### src/inc/fault_defs.svh
`ifndef FAULT_DEFS_SVH
`define FAULT_DEFS_SVH
// Overview of operation
// RULE1: No-execute fetch raises a fault.
// RULE2: Vector read bus error takes hard fault, sets vector flag.
// RULE3: Escalation takes hard fault and sets escalation flag.
// RULE4: Instruction mismatch sets instruction flag; no-execute even with protection off.
// RULE5: Data mismatch raises memory management fault with data flag.
// RULE6: Stacking mismatch sets push flag; unstacking sets pop flag.
// RULE7: Stacking bus error sets bus push flag; unstacking sets bus pop flag.
// RULE8: Prefetch bus error raises bus fault with instruction flag.
// RULE9: Data bus error sets exact flag if attributable, else inexact.
// RULE10: Coprocessor access and undefined opcode raise usage faults with flags.
// RULE11: Foreign instruction set or bad continuation sets invalid-state flag.
// RULE12: Invalid exception-return value sets invalid-return flag.
// RULE13: Unaligned access and zero divide raise usage faults with flags.
// RULE14: Configurable classes have programmable priority and separate handler enables.
// RULE15: Handler raising its own fault kind escalates.
// RULE16: Fault handler raising equal or lower priority fault escalates.
// RULE17: Any handler raising equal or lower priority fault, or disabled handler, escalates.
// RULE18: Bus fault on push entering bus fault handler is not escalated.
// RULE19: Hard fault has fixed priority; preempts all but reset, NMI, hard fault.
// RULE20: Bus and memory management faults capture faulting address.
// RULE21: Hard fault in NMI or hard fault handler enters lockup.
// RULE22: Lockup ends on reset, NMI or debug halt; NMI-origin lockup ignores NMI.
// RULE23: Every status flag stays set until software clears it.

`define HARD_FLAG_W 2
`define HARD_VECTOR_BIT 0
`define HARD_ESCALATION_BIT 1

`define MM_FLAG_W 4
`define MM_INSTR_BIT 0
`define MM_DATA_BIT 1
`define MM_PUSH_BIT 2
`define MM_POP_BIT 3

`define BUS_FLAG_W 5
`define BUS_INSTR_BIT 0
`define BUS_EXACT_BIT 1
`define BUS_INEXACT_BIT 2
`define BUS_POP_BIT 3
`define BUS_PUSH_BIT 4

`define USAGE_FLAG_W 6
`define USAGE_BAD_OPCODE_BIT 0
`define USAGE_INV_STATE_BIT 1
`define USAGE_INV_RETURN_BIT 2
`define USAGE_NO_COPROC_BIT 3
`define USAGE_MISALIGN_BIT 4
`define USAGE_ZERO_DIV_BIT 5

`define HANDLER_MM_BIT 0
`define HANDLER_BUS_BIT 1
`define HANDLER_USAGE_BIT 2
`define HANDLER_W 3

`define ADDR_W 32
`define ADDR_RESET 32'h0000_0000
`define PRIORITY_W 3
`endif

### src/inc/fault_pkg.sv
package fault_pkg;

    typedef enum logic [2:0] {
        KIND_NONE  = 3'b000,
        KIND_HARD  = 3'b001,
        KIND_MEM   = 3'b010,
        KIND_BUS   = 3'b011,
        KIND_USAGE = 3'b100,
        KIND_NMI   = 3'b101,
        KIND_OTHER = 3'b110
    } exc_kind_e;

    typedef enum logic [1:0] {
        RUNNING     = 2'b00,
        LOCKED_HARD = 2'b01,
        LOCKED_NMI  = 2'b10
    } lock_state_e;

    // Error reports from the far side
    typedef struct packed {
        logic xn_fetch;
        logic instr_mismatch;
        logic data_mismatch;
        logic push_mismatch;
        logic pop_mismatch;
        logic vector_bus_error;
        logic push_bus_error;
        logic pop_bus_error;
        logic prefetch_bus_error;
        logic data_bus_error;
        logic data_bus_exact;
        logic coproc_access;
        logic bad_opcode;
        logic foreign_isa;
        logic bad_continuation;
        logic invalid_return;
        logic misaligned;
        logic zero_divide;
    } fault_report_s;

    // Core context beside each report
    typedef struct packed {
        logic in_handler;
        exc_kind_e active_kind;
        logic bus_handler_entry;
    } exec_context_s;

endpackage

### src/logic/sticky_flags.sv
`timescale 1ns/100ps
`include "fault_defs.svh"

module sticky_flags #(
    parameter int WIDTH = 4
) (
    input wire logic sys_clk,
    input wire logic rst_n,
    input wire logic [WIDTH-1:0] set,
    input wire logic [WIDTH-1:0] clear,
    output logic [WIDTH-1:0] flags
);

    initial
    begin
        if (WIDTH < 1)
        begin
            $error("WIDTH must be at least 1");
        end
    end

    // Set wins over a clear in the same cycle
    always_ff @(posedge sys_clk or negedge rst_n)
    begin
        if (!rst_n)
        begin
            flags <= '0;
        end
        else
        begin
            flags <= (flags & ~clear) | set; // see RULE23
        end
    end

endmodule // sticky_flags

### src/logic/cpu_fault_handling_unit.sv
`timescale 1ns/100ps
`include "fault_defs.svh"

module cpu_fault_handling_unit #(
    parameter int PRIO_W = `PRIORITY_W
) (
    input wire logic sys_clk,
    input wire logic reset_n,
    input wire fault_pkg::fault_report_s report,
    input wire logic [`ADDR_W-1:0] access_addr,
    input wire logic [`ADDR_W-1:0] data_addr,
    input wire fault_pkg::exec_context_s context_in,
    input wire logic [PRIO_W-1:0] current_priority,
    input wire logic [PRIO_W-1:0] mm_priority,
    input wire logic [PRIO_W-1:0] bus_priority,
    input wire logic [PRIO_W-1:0] usage_priority,
    input wire logic [`HANDLER_W-1:0] handler_enable_reg,
    input wire logic nmi_request,
    input wire logic debug_halt,
    input wire logic [`HARD_FLAG_W-1:0] hard_clear,
    input wire logic [`MM_FLAG_W-1:0] mm_clear,
    input wire logic [`BUS_FLAG_W-1:0] bus_clear,
    input wire logic [`USAGE_FLAG_W-1:0] usage_clear,
    input wire logic mm_addr_clear,
    input wire logic bus_addr_clear,
    output logic [`HARD_FLAG_W-1:0] hard_fault_cause_reg,
    output logic [`MM_FLAG_W-1:0] memmanage_fault_cause_reg,
    output logic [`BUS_FLAG_W-1:0] bus_fault_cause_reg,
    output logic [`USAGE_FLAG_W-1:0] usage_fault_cause_reg,
    output logic [`ADDR_W-1:0] memmanage_fault_address,
    output logic memmanage_address_valid,
    output logic [`ADDR_W-1:0] bus_fault_address,
    output logic bus_address_valid,
    output logic fault_taken,
    output fault_pkg::exc_kind_e fault_handler,
    output logic [PRIO_W-1:0] fault_priority,
    output logic hard_priority_fixed,
    output logic hard_preempts,
    output logic escalated,
    output logic lockup,
    output logic lockup_from_nmi
);

    initial
    begin
        if (PRIO_W < 1 || PRIO_W > 8)
        begin
            $error("PRIO_W out of range");
        end
    end

    logic [1:0] rst_sync;
    logic rst_n;

    always_ff @(posedge sys_clk or negedge reset_n)
    begin
        if (!reset_n)
        begin
            rst_sync <= 2'b00;
        end
        else
        begin
            rst_sync <= {rst_sync[0], 1'b1};
        end
    end

    assign rst_n = rst_sync[1];

    fault_pkg::lock_state_e lock_state;
    fault_pkg::lock_state_e next_lock_state;
    logic running;

    assign running = (lock_state == fault_pkg::RUNNING);

    logic [`MM_FLAG_W-1:0] mm_set;
    logic [`BUS_FLAG_W-1:0] bus_set;
    logic [`USAGE_FLAG_W-1:0] usage_set;
    logic [`HARD_FLAG_W-1:0] hard_set;

    always_comb
    begin
        // No-execute fetch counts even with protection disabled
        mm_set[`MM_INSTR_BIT] = report.instr_mismatch | report.xn_fetch; // see RULE1 see RULE4
        mm_set[`MM_DATA_BIT] = report.data_mismatch; // see RULE5
        mm_set[`MM_PUSH_BIT] = report.push_mismatch; // see RULE6
        mm_set[`MM_POP_BIT] = report.pop_mismatch; // see RULE6
    end

    always_comb
    begin
        bus_set[`BUS_INSTR_BIT] = report.prefetch_bus_error; // see RULE8
        bus_set[`BUS_EXACT_BIT] = report.data_bus_error & report.data_bus_exact; // see RULE9
        bus_set[`BUS_INEXACT_BIT] = report.data_bus_error & ~report.data_bus_exact; // see RULE9
        bus_set[`BUS_PUSH_BIT] = report.push_bus_error; // see RULE7
        bus_set[`BUS_POP_BIT] = report.pop_bus_error; // see RULE7
    end

    always_comb
    begin
        usage_set[`USAGE_NO_COPROC_BIT] = report.coproc_access; // see RULE10
        usage_set[`USAGE_BAD_OPCODE_BIT] = report.bad_opcode; // see RULE10
        usage_set[`USAGE_INV_STATE_BIT] = report.foreign_isa | report.bad_continuation; // see RULE11
        usage_set[`USAGE_INV_RETURN_BIT] = report.invalid_return; // see RULE12
        usage_set[`USAGE_MISALIGN_BIT] = report.misaligned; // see RULE13
        usage_set[`USAGE_ZERO_DIV_BIT] = report.zero_divide; // see RULE13
    end

    logic mm_hit;
    logic bus_hit;
    logic usage_hit;
    logic vector_hit;

    assign mm_hit = |mm_set;
    assign bus_hit = |bus_set;
    assign usage_hit = |usage_set;
    assign vector_hit = report.vector_bus_error;

    function automatic logic must_escalate(
        input fault_pkg::exc_kind_e kind,
        input logic [PRIO_W-1:0] prio,
        input logic enabled
    );
        return !enabled || (context_in.in_handler && (context_in.active_kind == kind || prio >= current_priority));
    endfunction

    logic mm_escalate;
    logic bus_escalate;
    logic usage_escalate;
    logic bus_entry_push;

    // A push error that is the only bus flag while entering the bus handler is not escalated
    assign bus_entry_push = context_in.bus_handler_entry && report.push_bus_error
        && (bus_set == (`BUS_FLAG_W'(1) << `BUS_PUSH_BIT));

    always_comb
    begin
        mm_escalate = mm_hit && must_escalate(fault_pkg::KIND_MEM, mm_priority,
            handler_enable_reg[`HANDLER_MM_BIT]); // see RULE15 see RULE16 see RULE17
        bus_escalate = bus_hit && !bus_entry_push // see RULE18
            && must_escalate(fault_pkg::KIND_BUS, bus_priority,
            handler_enable_reg[`HANDLER_BUS_BIT]); // see RULE15 see RULE16 see RULE17
        usage_escalate = usage_hit && must_escalate(fault_pkg::KIND_USAGE, usage_priority,
            handler_enable_reg[`HANDLER_USAGE_BIT]); // see RULE15 see RULE16 see RULE17
    end

    logic any_escalate;
    logic take_hard;
    logic take_any;
    fault_pkg::exc_kind_e next_handler;
    logic [PRIO_W-1:0] next_priority;

    assign any_escalate = mm_escalate | bus_escalate | usage_escalate;
    assign take_hard = vector_hit | any_escalate; // see RULE2 see RULE3
    assign take_any = take_hard | mm_hit | bus_hit | usage_hit;

    always_comb
    begin
        next_handler = fault_pkg::KIND_NONE;
        next_priority = '0;
        if (take_hard)
        begin
            next_handler = fault_pkg::KIND_HARD;
        end
        else if (mm_hit)
        begin
            next_handler = fault_pkg::KIND_MEM;
            next_priority = mm_priority; // see RULE14
        end
        else if (bus_hit)
        begin
            next_handler = fault_pkg::KIND_BUS;
            next_priority = bus_priority; // see RULE14
        end
        else if (usage_hit)
        begin
            next_handler = fault_pkg::KIND_USAGE;
            next_priority = usage_priority; // see RULE14
        end
    end

    always_comb
    begin
        hard_set[`HARD_VECTOR_BIT] = vector_hit; // see RULE2
        hard_set[`HARD_ESCALATION_BIT] = any_escalate; // see RULE3
    end

    sticky_flags #(
        .WIDTH(`HARD_FLAG_W)
    ) hard_flags (
        .sys_clk(sys_clk),
        .rst_n(rst_n),
        .set(hard_set),
        .clear(hard_clear),
        .flags(hard_fault_cause_reg)
    );

    sticky_flags #(
        .WIDTH(`MM_FLAG_W)
    ) mm_flags (
        .sys_clk(sys_clk),
        .rst_n(rst_n),
        .set(mm_set),
        .clear(mm_clear),
        .flags(memmanage_fault_cause_reg)
    );

    sticky_flags #(
        .WIDTH(`BUS_FLAG_W)
    ) bus_flags (
        .sys_clk(sys_clk),
        .rst_n(rst_n),
        .set(bus_set),
        .clear(bus_clear),
        .flags(bus_fault_cause_reg)
    );

    sticky_flags #(
        .WIDTH(`USAGE_FLAG_W)
    ) usage_flags (
        .sys_clk(sys_clk),
        .rst_n(rst_n),
        .set(usage_set),
        .clear(usage_clear),
        .flags(usage_fault_cause_reg)
    );

    logic mm_addr_event;
    logic bus_addr_event;

    assign mm_addr_event = report.data_mismatch | report.instr_mismatch | report.xn_fetch;
    assign bus_addr_event = report.data_bus_error & report.data_bus_exact;

    always_ff @(posedge sys_clk or negedge rst_n)
    begin
        if (!rst_n)
        begin
            memmanage_fault_address <= `ADDR_RESET;
            memmanage_address_valid <= 1'b0;
        end
        else if (mm_addr_event)
        begin
            memmanage_fault_address <= report.data_mismatch ? data_addr : access_addr; // see RULE20
            memmanage_address_valid <= 1'b1;
        end
        else if (mm_addr_clear)
        begin
            memmanage_address_valid <= 1'b0;
        end
    end

    always_ff @(posedge sys_clk or negedge rst_n)
    begin
        if (!rst_n)
        begin
            bus_fault_address <= `ADDR_RESET;
            bus_address_valid <= 1'b0;
        end
        else if (bus_addr_event)
        begin
            bus_fault_address <= data_addr; // see RULE20
            bus_address_valid <= 1'b1;
        end
        else if (bus_addr_clear)
        begin
            bus_address_valid <= 1'b0;
        end
    end

    always_ff @(posedge sys_clk or negedge rst_n)
    begin
        if (!rst_n)
        begin
            fault_taken <= 1'b0;
            fault_handler <= fault_pkg::KIND_NONE;
            fault_priority <= '0;
            hard_priority_fixed <= 1'b0;
            hard_preempts <= 1'b0;
            escalated <= 1'b0;
        end
        else
        begin
            fault_taken <= running && take_any;
            fault_handler <= running ? next_handler : fault_pkg::KIND_NONE;
            fault_priority <= running ? next_priority : '0;
            hard_priority_fixed <= running && take_hard; // see RULE19
            hard_preempts <= running && take_hard
                && context_in.active_kind != fault_pkg::KIND_NMI
                && context_in.active_kind != fault_pkg::KIND_HARD; // see RULE19
            escalated <= running && any_escalate; // see RULE3
        end
    end

    always_comb
    begin
        next_lock_state = lock_state;
        case (lock_state)
            fault_pkg::RUNNING:
            begin
                if (take_hard && context_in.active_kind == fault_pkg::KIND_NMI)
                begin
                    next_lock_state = fault_pkg::LOCKED_NMI; // see RULE21
                end
                else if (take_hard && context_in.active_kind == fault_pkg::KIND_HARD)
                begin
                    next_lock_state = fault_pkg::LOCKED_HARD; // see RULE21
                end
            end
            fault_pkg::LOCKED_HARD:
            begin
                if (nmi_request || debug_halt)
                begin
                    next_lock_state = fault_pkg::RUNNING; // see RULE22
                end
            end
            fault_pkg::LOCKED_NMI:
            begin
                if (debug_halt)
                begin
                    next_lock_state = fault_pkg::RUNNING; // see RULE22
                end
            end
            default:
            begin
                next_lock_state = fault_pkg::RUNNING;
            end
        endcase
    end

    always_ff @(posedge sys_clk or negedge rst_n)
    begin
        if (!rst_n)
        begin
            lock_state <= fault_pkg::RUNNING; // see RULE22
        end
        else
        begin
            lock_state <= next_lock_state;
        end
    end

    always_ff @(posedge sys_clk or negedge rst_n)
    begin
        if (!rst_n)
        begin
            lockup <= 1'b0;
            lockup_from_nmi <= 1'b0;
        end
        else
        begin
            lockup <= (next_lock_state != fault_pkg::RUNNING);
            lockup_from_nmi <= (next_lock_state == fault_pkg::LOCKED_NMI);
        end
    end

endmodule // cpu_fault_handling_unit

### config.mk
export PLATFORM = sky130hd
export DESIGN_NAME = cpu_fault_handling_unit
export DESIGN_NICKNAME = d
export VERILOG_FILES = /design/src/inc/fault_pkg.sv /design/src/logic/sticky_flags.sv /design/src/logic/cpu_fault_handling_unit.sv
export VERILOG_INCLUDE_DIRS = /design/src /design/src/inc
export SDC_FILE = /design/constraint.sdc
export NUM_CORES = 1
export LEC_CHECK = 0
export BUFFER_PORTS_ARGS = -buffer_cell sky130_fd_sc_hd__buf_4
export CAP_MARGIN = 0
export CORE_MARGIN = 4
export CORE_UTILIZATION = 35
export DETAILED_ROUTE_END_ITERATION = 7
export GPL_ROUTABILITY_DRIVEN = 0
export PLACE_DENSITY = 0.73
export REMOVE_ABC_BUFFERS = 1
export SYNTH_ARGS = -nofsm -noshare
export SYNTH_HDL_FRONTEND = slang
export SYNTH_HIERARCHICAL = 1
export SYNTH_SLANG_ARGS = --single-unit
### constraint.sdc
create_clock -name sys_clk -period 5.75 [get_ports sys_clk]
set_clock_uncertainty 0.05 [all_clocks]
set_input_delay 0.575 -clock sys_clk [delete_from_list [all_inputs] [get_ports sys_clk]]
set_output_delay 0.575 -clock sys_clk [all_outputs]
set_load 0.03 [all_outputs]
---- Word level (Yosys, flattened, before mapping) ----
Index checks and enable logic that the tools add are counted.
storage, ports and cells
  flip-flop bits (word level) ............. 99
  bits of input ports ..................... 125
  output and inout bits ................... 95
  word-level logic and storage cells ...... 111
cells by class
  order comparisons ....................... 3
  eq/ne operators ......................... 11
  multiplexer cells ....................... 20
  bitwise operators ....................... 25
  reduce and logical (&&, ||, !) cells .... 34
operator list
  kind                                                             count
  32-bit two-way mux                                               1
  3-bit two-way mux                                                10
  1-bit logical AND                                                16
  1-bit OR                                                         10
  3-bit greater-or-equal comparator                                3
  2-bit two-way mux                                                4
  1-bit logical OR                                                 7
  6-bit AND                                                        1
  3-bit by 2-bit == test with 1-bit output, second input constant  2
  3-bit == test, second input constant                             2
  6-bit NOT                                                        1
  6-bit OR                                                         1
  2-bit one-hot mux with 3 select lines                            1
  2-bit nonzero test                                               3
  6-bit OR reduction                                               1
  5-bit AND                                                        1
  5-bit == test, second input constant                             1
  5-bit NOT                                                        1
  5-bit OR                                                         1
  5-bit OR reduction                                               1
  4-bit AND                                                        1
  2-bit == test, second input constant                             2
  1-bit logical NOT                                                4
  1-bit two-way mux                                                4
  other kinds (13)                                                 14

---- Longest topological paths before layout ----
Gate-level depths: netlist of the first run.
  word-level depth ........................ 15
  depth in mapped cells ................... 7
  depth with buffers taken out ............ 7

---- Modules after synthesis ----
Netlist of the first run, hierarchy kept.
modules (own cells, without submodules)
  module                       times used  cells each  area an instance (um^2)  sequential area each (um^2)
  cpu_fault_handling_unit      1           308         3658.5                   2052.0
  sticky_flags at usage_flags  1           18          217.7                    150.1
  sticky_flags at bus_flags    1           15          181.4                    125.1
  sticky_flags at mm_flags     1           12          145.1                    100.1
  sticky_flags at hard_flags   1           6           72.6                     50.0

---- Worst setup path after synthesis of the first run ----
OpenSTA, ideal clock, no wires.
  path kind ............................... in2reg
  from .................................... input current_priority[1]
  to ...................................... register fault_taken
  library setup time ...................... 124 ps
  arrival time ............................ 1865 ps
  required time ........................... 5576 ps
  setup slack ............................. 3711 ps
  stages .................................. 7
  buffers on the path ..................... 0
  cells stage by stage .................... inv_1 ha_1 o21ai_0 a21oi_1 o221ai_1 nand4b_4 o31a_1
between the ends
  word-level cells in the longest chain between the ends .. 12
  elaborated cells on any way between the ends .. 22
  classes of those cells .................. order compare: 3; bitwise: 6; reduce/logical: 13
ends and longest elaborated chain
  element                               RTL line                                                        RTL
  start: declaration                    cpu_fault_handling_unit.sv:13                                   input wire logic [PRIO_W-1:0] current_priority,
  3-bit greater-or-equal comparator     cpu_fault_handling_unit.sv:123                                  return !enabled || (context_in.in_handler && (context_in.active_kind == kind || prio >= current_priority));
  1-bit logical OR                      cpu_fault_handling_unit.sv:123
  1-bit logical AND                     cpu_fault_handling_unit.sv:123
  1-bit logical OR                      cpu_fault_handling_unit.sv:123
  1-bit logical AND (on tied branches)  cpu_fault_handling_unit.sv:137, cpu_fault_handling_unit.sv:139
  1-bit OR                              cpu_fault_handling_unit.sv:152                                  assign any_escalate = mm_escalate | bus_escalate | usage_escalate;
  1-bit OR *                            cpu_fault_handling_unit.sv:152
  1-bit OR *                            cpu_fault_handling_unit.sv:153                                  assign take_hard = vector_hit | any_escalate;
  1-bit OR * (3 in series)              cpu_fault_handling_unit.sv:154                                  assign take_any = take_hard | mm_hit | bus_hit | usage_hit;
  1-bit logical AND *                   cpu_fault_handling_unit.sv:282                                  fault_taken <= running && take_any;
  end signal: assignment                cpu_fault_handling_unit.sv:282
  end: declaration                      cpu_fault_handling_unit.sv:34                                   output logic fault_taken,
Mark *: on every way between the ends. The rest lies on a longest branch, timed or not.
A chain may end at the register's enable or synchronous reset.

---- Final worst setup path of the first run ----
  from .................................... input report[15] (netlist name)
  to ...................................... register fault_taken
between the ends
  word-level cells in the longest chain between the ends .. 9
ends and longest elaborated chain
  element                   RTL line                        RTL
  start: declaration        cpu_fault_handling_unit.sv:9    input wire fault_pkg::fault_report_s report,
  4-bit OR reduction *      cpu_fault_handling_unit.sv:113  assign mm_hit = |mm_set;
  1-bit logical AND         cpu_fault_handling_unit.sv:137  mm_escalate = mm_hit && must_escalate(fault_pkg::KIND_MEM, mm_priority,
  1-bit OR (2 in series)    cpu_fault_handling_unit.sv:152
  1-bit OR                  cpu_fault_handling_unit.sv:153
  1-bit OR * (3 in series)  cpu_fault_handling_unit.sv:154
  1-bit logical AND *       cpu_fault_handling_unit.sv:282
Marks and branches as above.

==> impl_metrics.py, run 1 <==
metrics = {
    "die": {
        "core-area_um2": 12000,
        "fp-row-count": 40,
        "die_w_um": 119,
        "pin_count": 220,
        "start_util": 0.357,
        "die-area_um2": 14000,
        "die_h_um": 119,
    },
    "clocking": {
        "cts_tree": "done",
        "cts_setup_buffers": 0,
        "clk_pin_slew_ns": 0.07,
        "post_cts_resized": 0,
        "cts_hold_buf": 1,
        "htreeDepth": 3,
        "clkSinkCount": 99,
        "cts_made_buffers": 9,
        "clk_latency_ns": 0.34,
        "clock-root-buffer": "clkbuf_16",
        "cts_buffer_depth": 2,
    },
    "grt": {
        "grt.overflow.total": 0,
        "grt_max_degree": 67,
        "track_usage": 0.175,
        "antenna_found_initial": 0,
        "grt_pass1_wl_mm": 19.5,
        "grt_pass1_vias": 3628,
    },
    "finish": {
        "n_fill_cell": 1053,
        "final_cell_mix": "buf_4, dfrtp_1, o21ai_0",
        "nets": 713,
        "syn2layout_area_growth_pct": 49.4,
        "drive_gt1_frac": 0.473,
        "diodes": 0,
        "final_common_cell": "buf_4",
    },
    "sta": {
        "setup_viol": 0,
        "slew-limit-headroom": 0.181,
        "max_freq_ghz": 0.495,
        "maxSlewViolCount": 0,
        "fin_setup_tns_ns": 0,
        "tightest_slew_ns": 1.23,
        "setup_ws_ns": 3.73,
        "hold_viol": 0,
        "finalCritPeriodShare": 0.351,
        "min_period_ns": 2.02,
        "rsz0062_at_grt": "no",
    },
    "yosys": {
        "synth.avg_cell_area_um2": 11.9,
        "syn_area_um2": 4280,
        "ys_types": 35,
        "synth_edf_count": 0,
        "yosys_warnings": 6,
        "synth-seq-cells": 99,
        "yosysSeqAreaShare": 0.579,
        "ys_async_sr_fraction": 1.00,
        "synth_flop_cell": "dfrtp_1",
        "netlist_instances": 359,
    },
    "placement": {
        "dp_hpwl_mm": 9.85,
        "dp_worst_setup_slack_ns": 3.38,
        "io_buffers": 219,
    },
    "route": {
        "top_layer_used": "met4",
        "dr_wl_met3_um": 959,
        "met1_length_mm": 4.91,
        "drc": 0,
        "drtPass1Iterations": 4,
        "vias": 3552,
        "wl_per_cell_um": 17.0,
        "detail-route-antenna-nets": 0,
        "vias_per_cell": 4.86,
        "wirelength_mm": 12.4,
        "dr_wl_met2_mm": 6.21,
        "drt_iter0_drc": 213,
    },
    "hold_path": {
        "hold_class": "reg -> async",
    },
    "power_and_ir_drop": {
        "peakVddDrop_mv": 0.126,
        "power.leakage_nw": 3.21,
        "pwr_density_cell_nw_per_um2": 298,
        "power_w": 0.00190,
    },
    "worst_setup_path": {
        "r2r_slack_ns": 4.25,
        "max_stage_delay_ns": 0.39,
        "rr_startpoint": "rst_sync[1]",
        "r2r_end": "bus_fault_address[16]",
        "critPathBufInv": 1,
        "path_cells": "buf_4, nor3_1, nand2_1, o221ai_4, nand4b_4, o31a_1",
        "crit_family": "simple AND/OR/NAND/NOR gates",
        "worstPathRequired_ns": 5.93,
        "worst-path-max-fanout": 66,
        "path_class": "in -> reg",
        "cp-start-kind": "input pin",
        "critPathArrivalTime_ns": 2.21,
        "end_kind": "flop",
        "reg2reg_depth": 1,
        "slowest_stage": "nor3_1",
    },
    "flow_run": {
        "drv_cap": 0,
    },
    "run_status": {
        "status": "finished clean",
    },
}
[cells by family after synthesis]
family                   share of synthesized area
AND/OR/NAND/NOR                             0.0749
other                                     0.000877
multiplexers                                 0.159
flip-flops                                   0.579
adder cells (fa/ha/maj)                     0.0263
AO/OA/AOI/OAI                                0.118
buffers and inverters                       0.0413
[sequential cells by signal (all words and copies together) (netlist names)]
name,cells
bus_address_valid,1
bus_fault_address,32
bus_flags/flags,5
escalated,1
fault_handler,3
fault_priority,3
fault_taken,1
hard_flags/flags,2
hard_preempts,1
hard_priority_fixed,1
lock_state,2
lockup,1
lockup_from_nmi,1
memmanage_address_valid,1
memmanage_fault_address,32
mm_flags/flags,4
rst_sync,2
usage_flags/flags,6
[routing by layer]
| metal | track usage | vias to the layer above |
|---|---|---|
| li1 | - | 1682 |
| met4 | 0.0825 | 0 |
| met1 | 0.212 | 1695 |
| met3 | 0.0464 | 23 |
| met2 | 0.291 | 152 |
| met5 | 0 | - |
[worst max-delay path by stage]
stage | start | to | slack (ns) | cells past startpoint
4_1_cts | current_priority[1] | fault_taken | 3.76 | 8
2_1_floorplan | report[16] | memmanage_fault_address[0] | 2.66 | 3
3_3_place_gp | report[15] | fault_taken | 3.48 | 6
5_1_grt | current_priority[1] | fault_handler[2] | 3.62 | 8
3_5_place_dp | current_priority[1] | fault_taken | 3.38 | 8
6_report | report[15] | fault_taken | 3.73 | 6
[metrics by stage]
stage          cell area [um2]  hold WS [ns]   util  std cells
2_1_floorplan             4220         0.229      -        346
3_3_place_gp              6080         0.275  0.508        714
3_5_place_dp              6080         0.282  0.508        714
4_1_cts                   6390         0.287  0.534        731
5_1_grt                   6390         0.310  0.534        731
6_report                  6390         0.253  0.534        731
[Yosys cell counts (2+ instances only)]
library cell / n / area (um2)
a31o_1: 3 / 26.3
nand2_1: 35 / 131
o21ai_0: 38 / 190
nor2b_1: 3 / 18.8
a222oi_1: 3 / 30.0
clkbuf_1: 10 / 37.5
ha_1: 9 / 113
nor4_1: 2 / 12.5
mux2i_1: 32 / 320
mux2_2: 32 / 360
dfrtp_1: 99 / 2480
a21oi_1: 3 / 15.0
a311o_1: 2 / 20.0
inv_1: 32 / 120
nand3_1: 2 / 10.0
and2_1: 2 / 12.5
nor3b_1: 2 / 15.0
nor3_1: 5 / 25.0
o221ai_4: 2 / 52.6
buf_2: 3 / 15.0
a21o_1: 17 / 128
nor2_1: 10 / 37.5
[power breakdown]
group	leakage, nW	internal, W	switching [W]
Sequential	1.16	0.000768	0.0000436
Clock	0.142	0.000340	0.000268
Combinational	1.90	0.000211	0.000272
[cell type report]
type | count | area, um2 | area share
Clock inverter | 7 | 76.3 | 0.0119
Multi-Input combinational cell | 214 | 1630 | 0.255
Inverter | 33 | 124 | 0.0194
Tap cell | 147 | 184 | 0.0288
Timing Repair Buffer | 222 | 1670 | 0.261
Sequential cell | 99 | 2480 | 0.388
Clock buffer | 9 | 225 | 0.0353
Note: power is estimated with default switching activity, not from simulation.
==> inputs of run 2 (changes only) <==
==> constraint.sdc (replaced) <==
create_clock -name sys_clk -period 1.9 [get_ports sys_clk]
set_clock_uncertainty 0.05 [all_clocks]
set_input_delay 0.19 -clock sys_clk [delete_from_list [all_inputs] [get_ports sys_clk]]
set_output_delay 0.19 -clock sys_clk [all_outputs]
set_load 0.03 [all_outputs]
==> run 2 against run 1 <==
Effect of this change:
- flip-flop and latch count did not move
- cell count increased by 2.3%
- hold slack worse by 0.24 ns
- sequential power grew to 3.0 times the previous value
- non-clock buffer count is 17 higher
- die area did not move
- cell area is 2.9% higher
- combinational power grew to 3.1 times the previous value
- largest power group unchanged
==> impl_metrics.py, run 2 (synthesis results as in run 1) <==
metrics = {
    "run_status": {
        "status": "finished clean",
    },
    "clocking": {
        "cts_made_buffers": 9,
        "cts_buffer_depth": 2,
        "clock-root-buffer": "clkbuf_16",
        "clk_latency_ns": 0.33,
        "clkSinkCount": 99,
        "htreeDepth": 3,
        "cts_tree": "done",
        "clk_pin_slew_ns": 0.06,
        "cts_setup_buffers": 0,
    },
    "worst_setup_path": {
        "critPathArrivalTime_ns": 1.91,
        "rr_startpoint": "lock_state[1]",
        "worst-path-max-fanout": 8,
        "worstPathRequired_ns": 2.07,
        "end_kind": "flop",
        "critPathLaunch": "report[0]",
        "path_class": "in -> reg",
        "cp-start-kind": "input pin",
    },
    "power_and_ir_drop": {
        "power_w": 0.00566,
        "power_frac_comb": 0.267,
        "peakVddDrop_mv": 0.345,
        "pwr_density_cell_nw_per_um2": 862,
        "power.leakage_nw": 3.29,
        "p_int_w": 0.00395,
        "power_switching_share": 0.301,
        "clkPwrFrac": 0.302,
        "power_frac_seq": 0.431,
        "power.switching_w": 0.00171,
    },
    "sta": {
        "setup_ws_ns": 0.155,
        "min_period_ns": 1.75,
        "max_freq_ghz": 0.573,
        "finalCritPeriodShare": 0.919,
        "setup_viol": 0,
        "maxSlewViolCount": 0,
        "hold_viol": 0,
        "tightest_slew_ns": 0.561,
        "slew-limit-headroom": 0.626,
    },
    "finish": {
        "syn2layout_area_growth_pct": 53.7,
        "final_common_cell": "buf_4",
        "nets": 730,
        "instances_no_fill": 748,
        "utilization": 0.549,
        "top_regs": "bus_fault_address x32, memmanage_fault_address x32, usage_flags/flags x6",
        "diodes": 0,
        "final_cell_mix": "buf_4, dfrtp_1, o21ai_0",
        "drive_gt1_frac": 0.473,
        "design_area_um2": 6570,
    },
    "placement": {
        "dp_hpwl_mm": 9.61,
        "io_buffers": 219,
        "dp.cells": 720,
        "dp_worst_setup_slack_ns": 0.0407,
        "placed_cell_area_um2": 6150,
    },
    "hold_path": {
        "hold_class": "in -> reg",
        "hold_start": "report[10]",
    },
    "route": {
        "vias_per_cell": 4.78,
        "wirelength_mm": 12.5,
        "drt_iter0_drc": 188,
        "drtPass1Iterations": 4,
        "detail-route-antenna-nets": 0,
        "vias": 3575,
        "drc": 0,
        "wl_per_cell_um": 16.7,
    },
    "die": {
        "pin_count": 220,
        "core-area_um2": 12000,
        "die_w_um": 119,
        "start_util": 0.357,
        "fp-row-count": 40,
        "die_h_um": 119,
        "die-area_um2": 14000,
    },
    "grt": {
        "grt.overflow.total": 0,
        "track_usage": 0.179,
        "antenna_found_initial": 0,
        "grt_max_degree": 98,
        "grt_pass1_vias": 3852,
        "grt_pass1_wl_mm": 20.2,
    },
    "flow_run": {
        "drv_cap": 0,
    },
}
## run 2: layout make-up
class                      instances  area [um2]
multi-input combinational        214        1650
clock inverter                     3        22.5
clock buffer                      13         260
timing repair buffer             239        1850
fill                            1056        5390
inverter                          33         124
sequential                        99        2480
tap                              147         184
## run 2: worst max-delay path, stage by stage
cell and delay, ns:
dlygate4sd3_1 0.56, buf_4 0.15, nor3_2 0.25, nand2_1 0.14, o221ai_2 0.12, nand4b_4 0.19
o31a_1 0.31
## run 2: path summary, 6_finish.rpt
check	end	slack, ns	depth (start not counted)
max	fault_taken	0.15	7
min	bus_flags/flags[3]	0.009	2
max reg2reg	fault_handler[1]	0.71	3
min reg2reg	rst_sync[1]	0.31	0
max in group asynchronous	memmanage_fault_address[20]	1.10	1
min in group asynchronous	rst_sync[1]	0.15	2
## run 2: what timing repair did
| item | 4_1_cts | 5_1_grt |
|---|---|---|
| setup endpoints to repair | 0 | 10 |
| resized for setup | 0 | 4 |
| hold buffers | 11 | 1 |
| hold endpoints to repair | 12 | 1 |
## run 2: power groups by stage
| stage | Combinational [W] | Clock (W) | Sequential, W |
|---|---|---|---|
| floorplan | 0.000327 | 0 | 0.00292 |
| global placement | 0.00148 | 0 | 0.00247 |
| detailed placement | 0.00150 | 0 | 0.00248 |
| CTS | 0.00152 | 0.00177 | 0.00244 |
| global route | 0.00162 | 0.00186 | 0.00247 |
| finish | 0.00151 | 0.00171 | 0.00244 |
## run 2: metal layers
metal / track usage / vias up / wire, um
met1: 0.212 / 1690 / 4790
met5: 0 / - / 0
li1: - / 1711 / -
met4: 0.0652 / 0 / 299
met2: 0.301 / 155 / 6360
met3: 0.0593 / 19 / 1040
## run 2: stage by stage
step                hold WS [ns]  setup TNS [ns]
global route             0.00139       -0.000321
detailed placement       -0.0756               0
finish                   0.00912               0
global placement         -0.0774               0
floorplan                 -0.156         -134.21
CTS                      0.00178               0
==> inputs of run 3 (changes only) <==
--- a/config.mk
+++ b/config.mk
@@ -14,6 +14,7 @@
 export GPL_ROUTABILITY_DRIVEN = 0
 export PLACE_DENSITY = 0.73
 export REMOVE_ABC_BUFFERS = 1
+export SETUP_SLACK_MARGIN = 0.4
 export SYNTH_ARGS = -nofsm -noshare
 export SYNTH_HDL_FRONTEND = slang
 export SYNTH_HIERARCHICAL = 1
==> run 3 against run 2 <==
Effect of this change:
- total power about the same
- die area unchanged
- sequential share of layout area down 0.057 points
- combinational power about the same
- clock power about the same
- worst setup slack better by 0.32 ns
- sequential power about the same
- critical endpoint unchanged
==> impl_metrics.py, run 3 (synthesis results as in run 1) <==
metrics = {
    "run_status": {
        "status": "finished clean",
    },
    "sta": {
        "slew-limit-headroom": 0.622,
        "fin_setup_tns_ns": 0,
        "max_freq_ghz": 0.703,
        "tightest_slew_ns": 0.567,
        "setup_viol": 0,
        "min_period_ns": 1.42,
        "whs_ns": 0.0230,
        "maxSlewViolCount": 0,
        "rsz0062_at_grt": "no",
        "hold_viol": 0,
        "setup_ws_ns": 0.478,
        "finalCritPeriodShare": 0.749,
    },
    "finish": {
        "top_regs": "bus_fault_address x32, memmanage_fault_address x32, usage_flags/flags x6",
        "syn2layout_area_growth_pct": 53.9,
        "drive_gt1_frac": 0.468,
        "nets": 732,
        "final_cell_mix": "buf_4, dfrtp_1, o21ai_0",
        "utilization": 0.550,
        "diodes": 0,
        "n_fill_cell": 1055,
        "final_common_cell": "buf_4",
    },
    "placement": {
        "io_buffers": 219,
        "dp_worst_setup_slack_ns": 0.0407,
        "dp_hpwl_mm": 9.61,
    },
    "die": {
        "fp-row-count": 40,
        "die_h_um": 119,
        "die_w_um": 119,
        "die-area_um2": 14000,
        "start_util": 0.357,
        "core-area_um2": 12000,
        "pin_count": 220,
    },
    "route": {
        "vias": 3583,
        "drtPass1Iterations": 4,
        "drt_iter0_drc": 184,
        "vias_per_cell": 4.78,
        "wirelength_mm": 12.4,
        "drc": 0,
        "wl_per_cell_um": 16.6,
        "detail-route-antenna-nets": 0,
    },
    "grt": {
        "grt.overflow.total": 0,
        "grt_max_degree": 98,
        "grt_pass1_vias": 3843,
        "grt_pass1_wl_mm": 20.1,
        "track_usage": 0.177,
        "antenna_found_initial": 0,
    },
    "hold_path": {
        "hold_class": "in -> reg",
    },
    "power_and_ir_drop": {
        "peakVddDrop_mv": 0.346,
        "power.leakage_nw": 3.30,
        "pwr_density_cell_nw_per_um2": 860,
    },
    "clocking": {
        "clkSinkCount": 99,
        "clock-root-buffer": "clkbuf_16",
        "htreeDepth": 3,
        "cts_buffer_depth": 2,
        "clk_pin_slew_ns": 0.07,
        "cts_setup_buffers": 0,
        "cts_made_buffers": 9,
        "clk_latency_ns": 0.33,
        "cts_tree": "done",
    },
    "flow_run": {
        "drv_cap": 0,
    },
    "worst_setup_path": {
        "worst-path-max-fanout": 8,
        "worstPathRequired_ns": 2.07,
        "cp-start-kind": "input pin",
        "path_class": "in -> reg",
        "end_kind": "flop",
        "critPathArrivalTime_ns": 1.59,
    },
}
## run 3: changes by cell type in the layout (fill, tap and decap cells not counted), sizes merged
cell         previous run  this run
dlygate4sd3            12        14
## run 3: area by class of cell
type                       instances  area [um2]  share of cell area
clock inverter                     3        22.5             0.00342
tap                              147         184              0.0279
sequential                        99        2480               0.377
timing repair buffer             241        1870               0.284
multi-input combinational        214        1640               0.249
clock buffer                      13         260              0.0395
inverter                          33         124              0.0188
## run 3: per-stage QoR
stage          cell area, um2  total power, W  std cells
2_1_floorplan            4220         0.00325        346
3_3_place_gp             6150         0.00395        720
3_5_place_dp             6150         0.00398        720
4_1_cts                  6550         0.00573        747
5_1_grt                  6580         0.00595        750
6_report                 6580         0.00566        750
## run 3: worst paths after layout
path | startpoint | end | slack, ns | cells past startpoint
setup / recovery | current_priority[1] | fault_taken | 0.48 | 8
hold / removal | data_addr[13] | memmanage_fault_address[13] | 0.02 | 3
setup reg to reg | lock_state[1] | fault_handler[1] | 0.72 | 3
hold reg to reg | rst_sync[0] | rst_sync[1] | 0.31 | 0
max in group asynchronous | rst_sync[1] | memmanage_fault_address[20] | 1.10 | 1
min in group asynchronous | reset_n | rst_sync[1] | 0.15 | 2
## run 3: critical path, cell delays in order
cell and delay, ns:
buf_4 0.11, inv_1 0.09, ha_1 0.23, o21ai_0 0.19, a21oi_1 0.09, o221ai_4 0.20
nand4b_4 0.18, o31a_1 0.31
## run 3: timing repair
action	CTS	global route
hold buffers	11	3
resized for setup	1	3
cloned	0	0
pin swaps	0	6
setup endpoints to repair	3	7
hold endpoints to repair	12	3
## run 3: layer usage
layer	share of wire	global-route usage	routed length, um
met1	0.39	0.214	4810
met5	0	0	0
met4	0.022	0.0529	272
met2	0.51	0.300	6340
met3	0.082	0.0612	1020
## run 3: report_power, final
group          internal, W  leakage (nW)  switching [W]
registers          0.00233          1.16       0.000115
logic             0.000670          2.00       0.000844
clock network     0.000963         0.140       0.000746
total              0.00396          3.30        0.00171
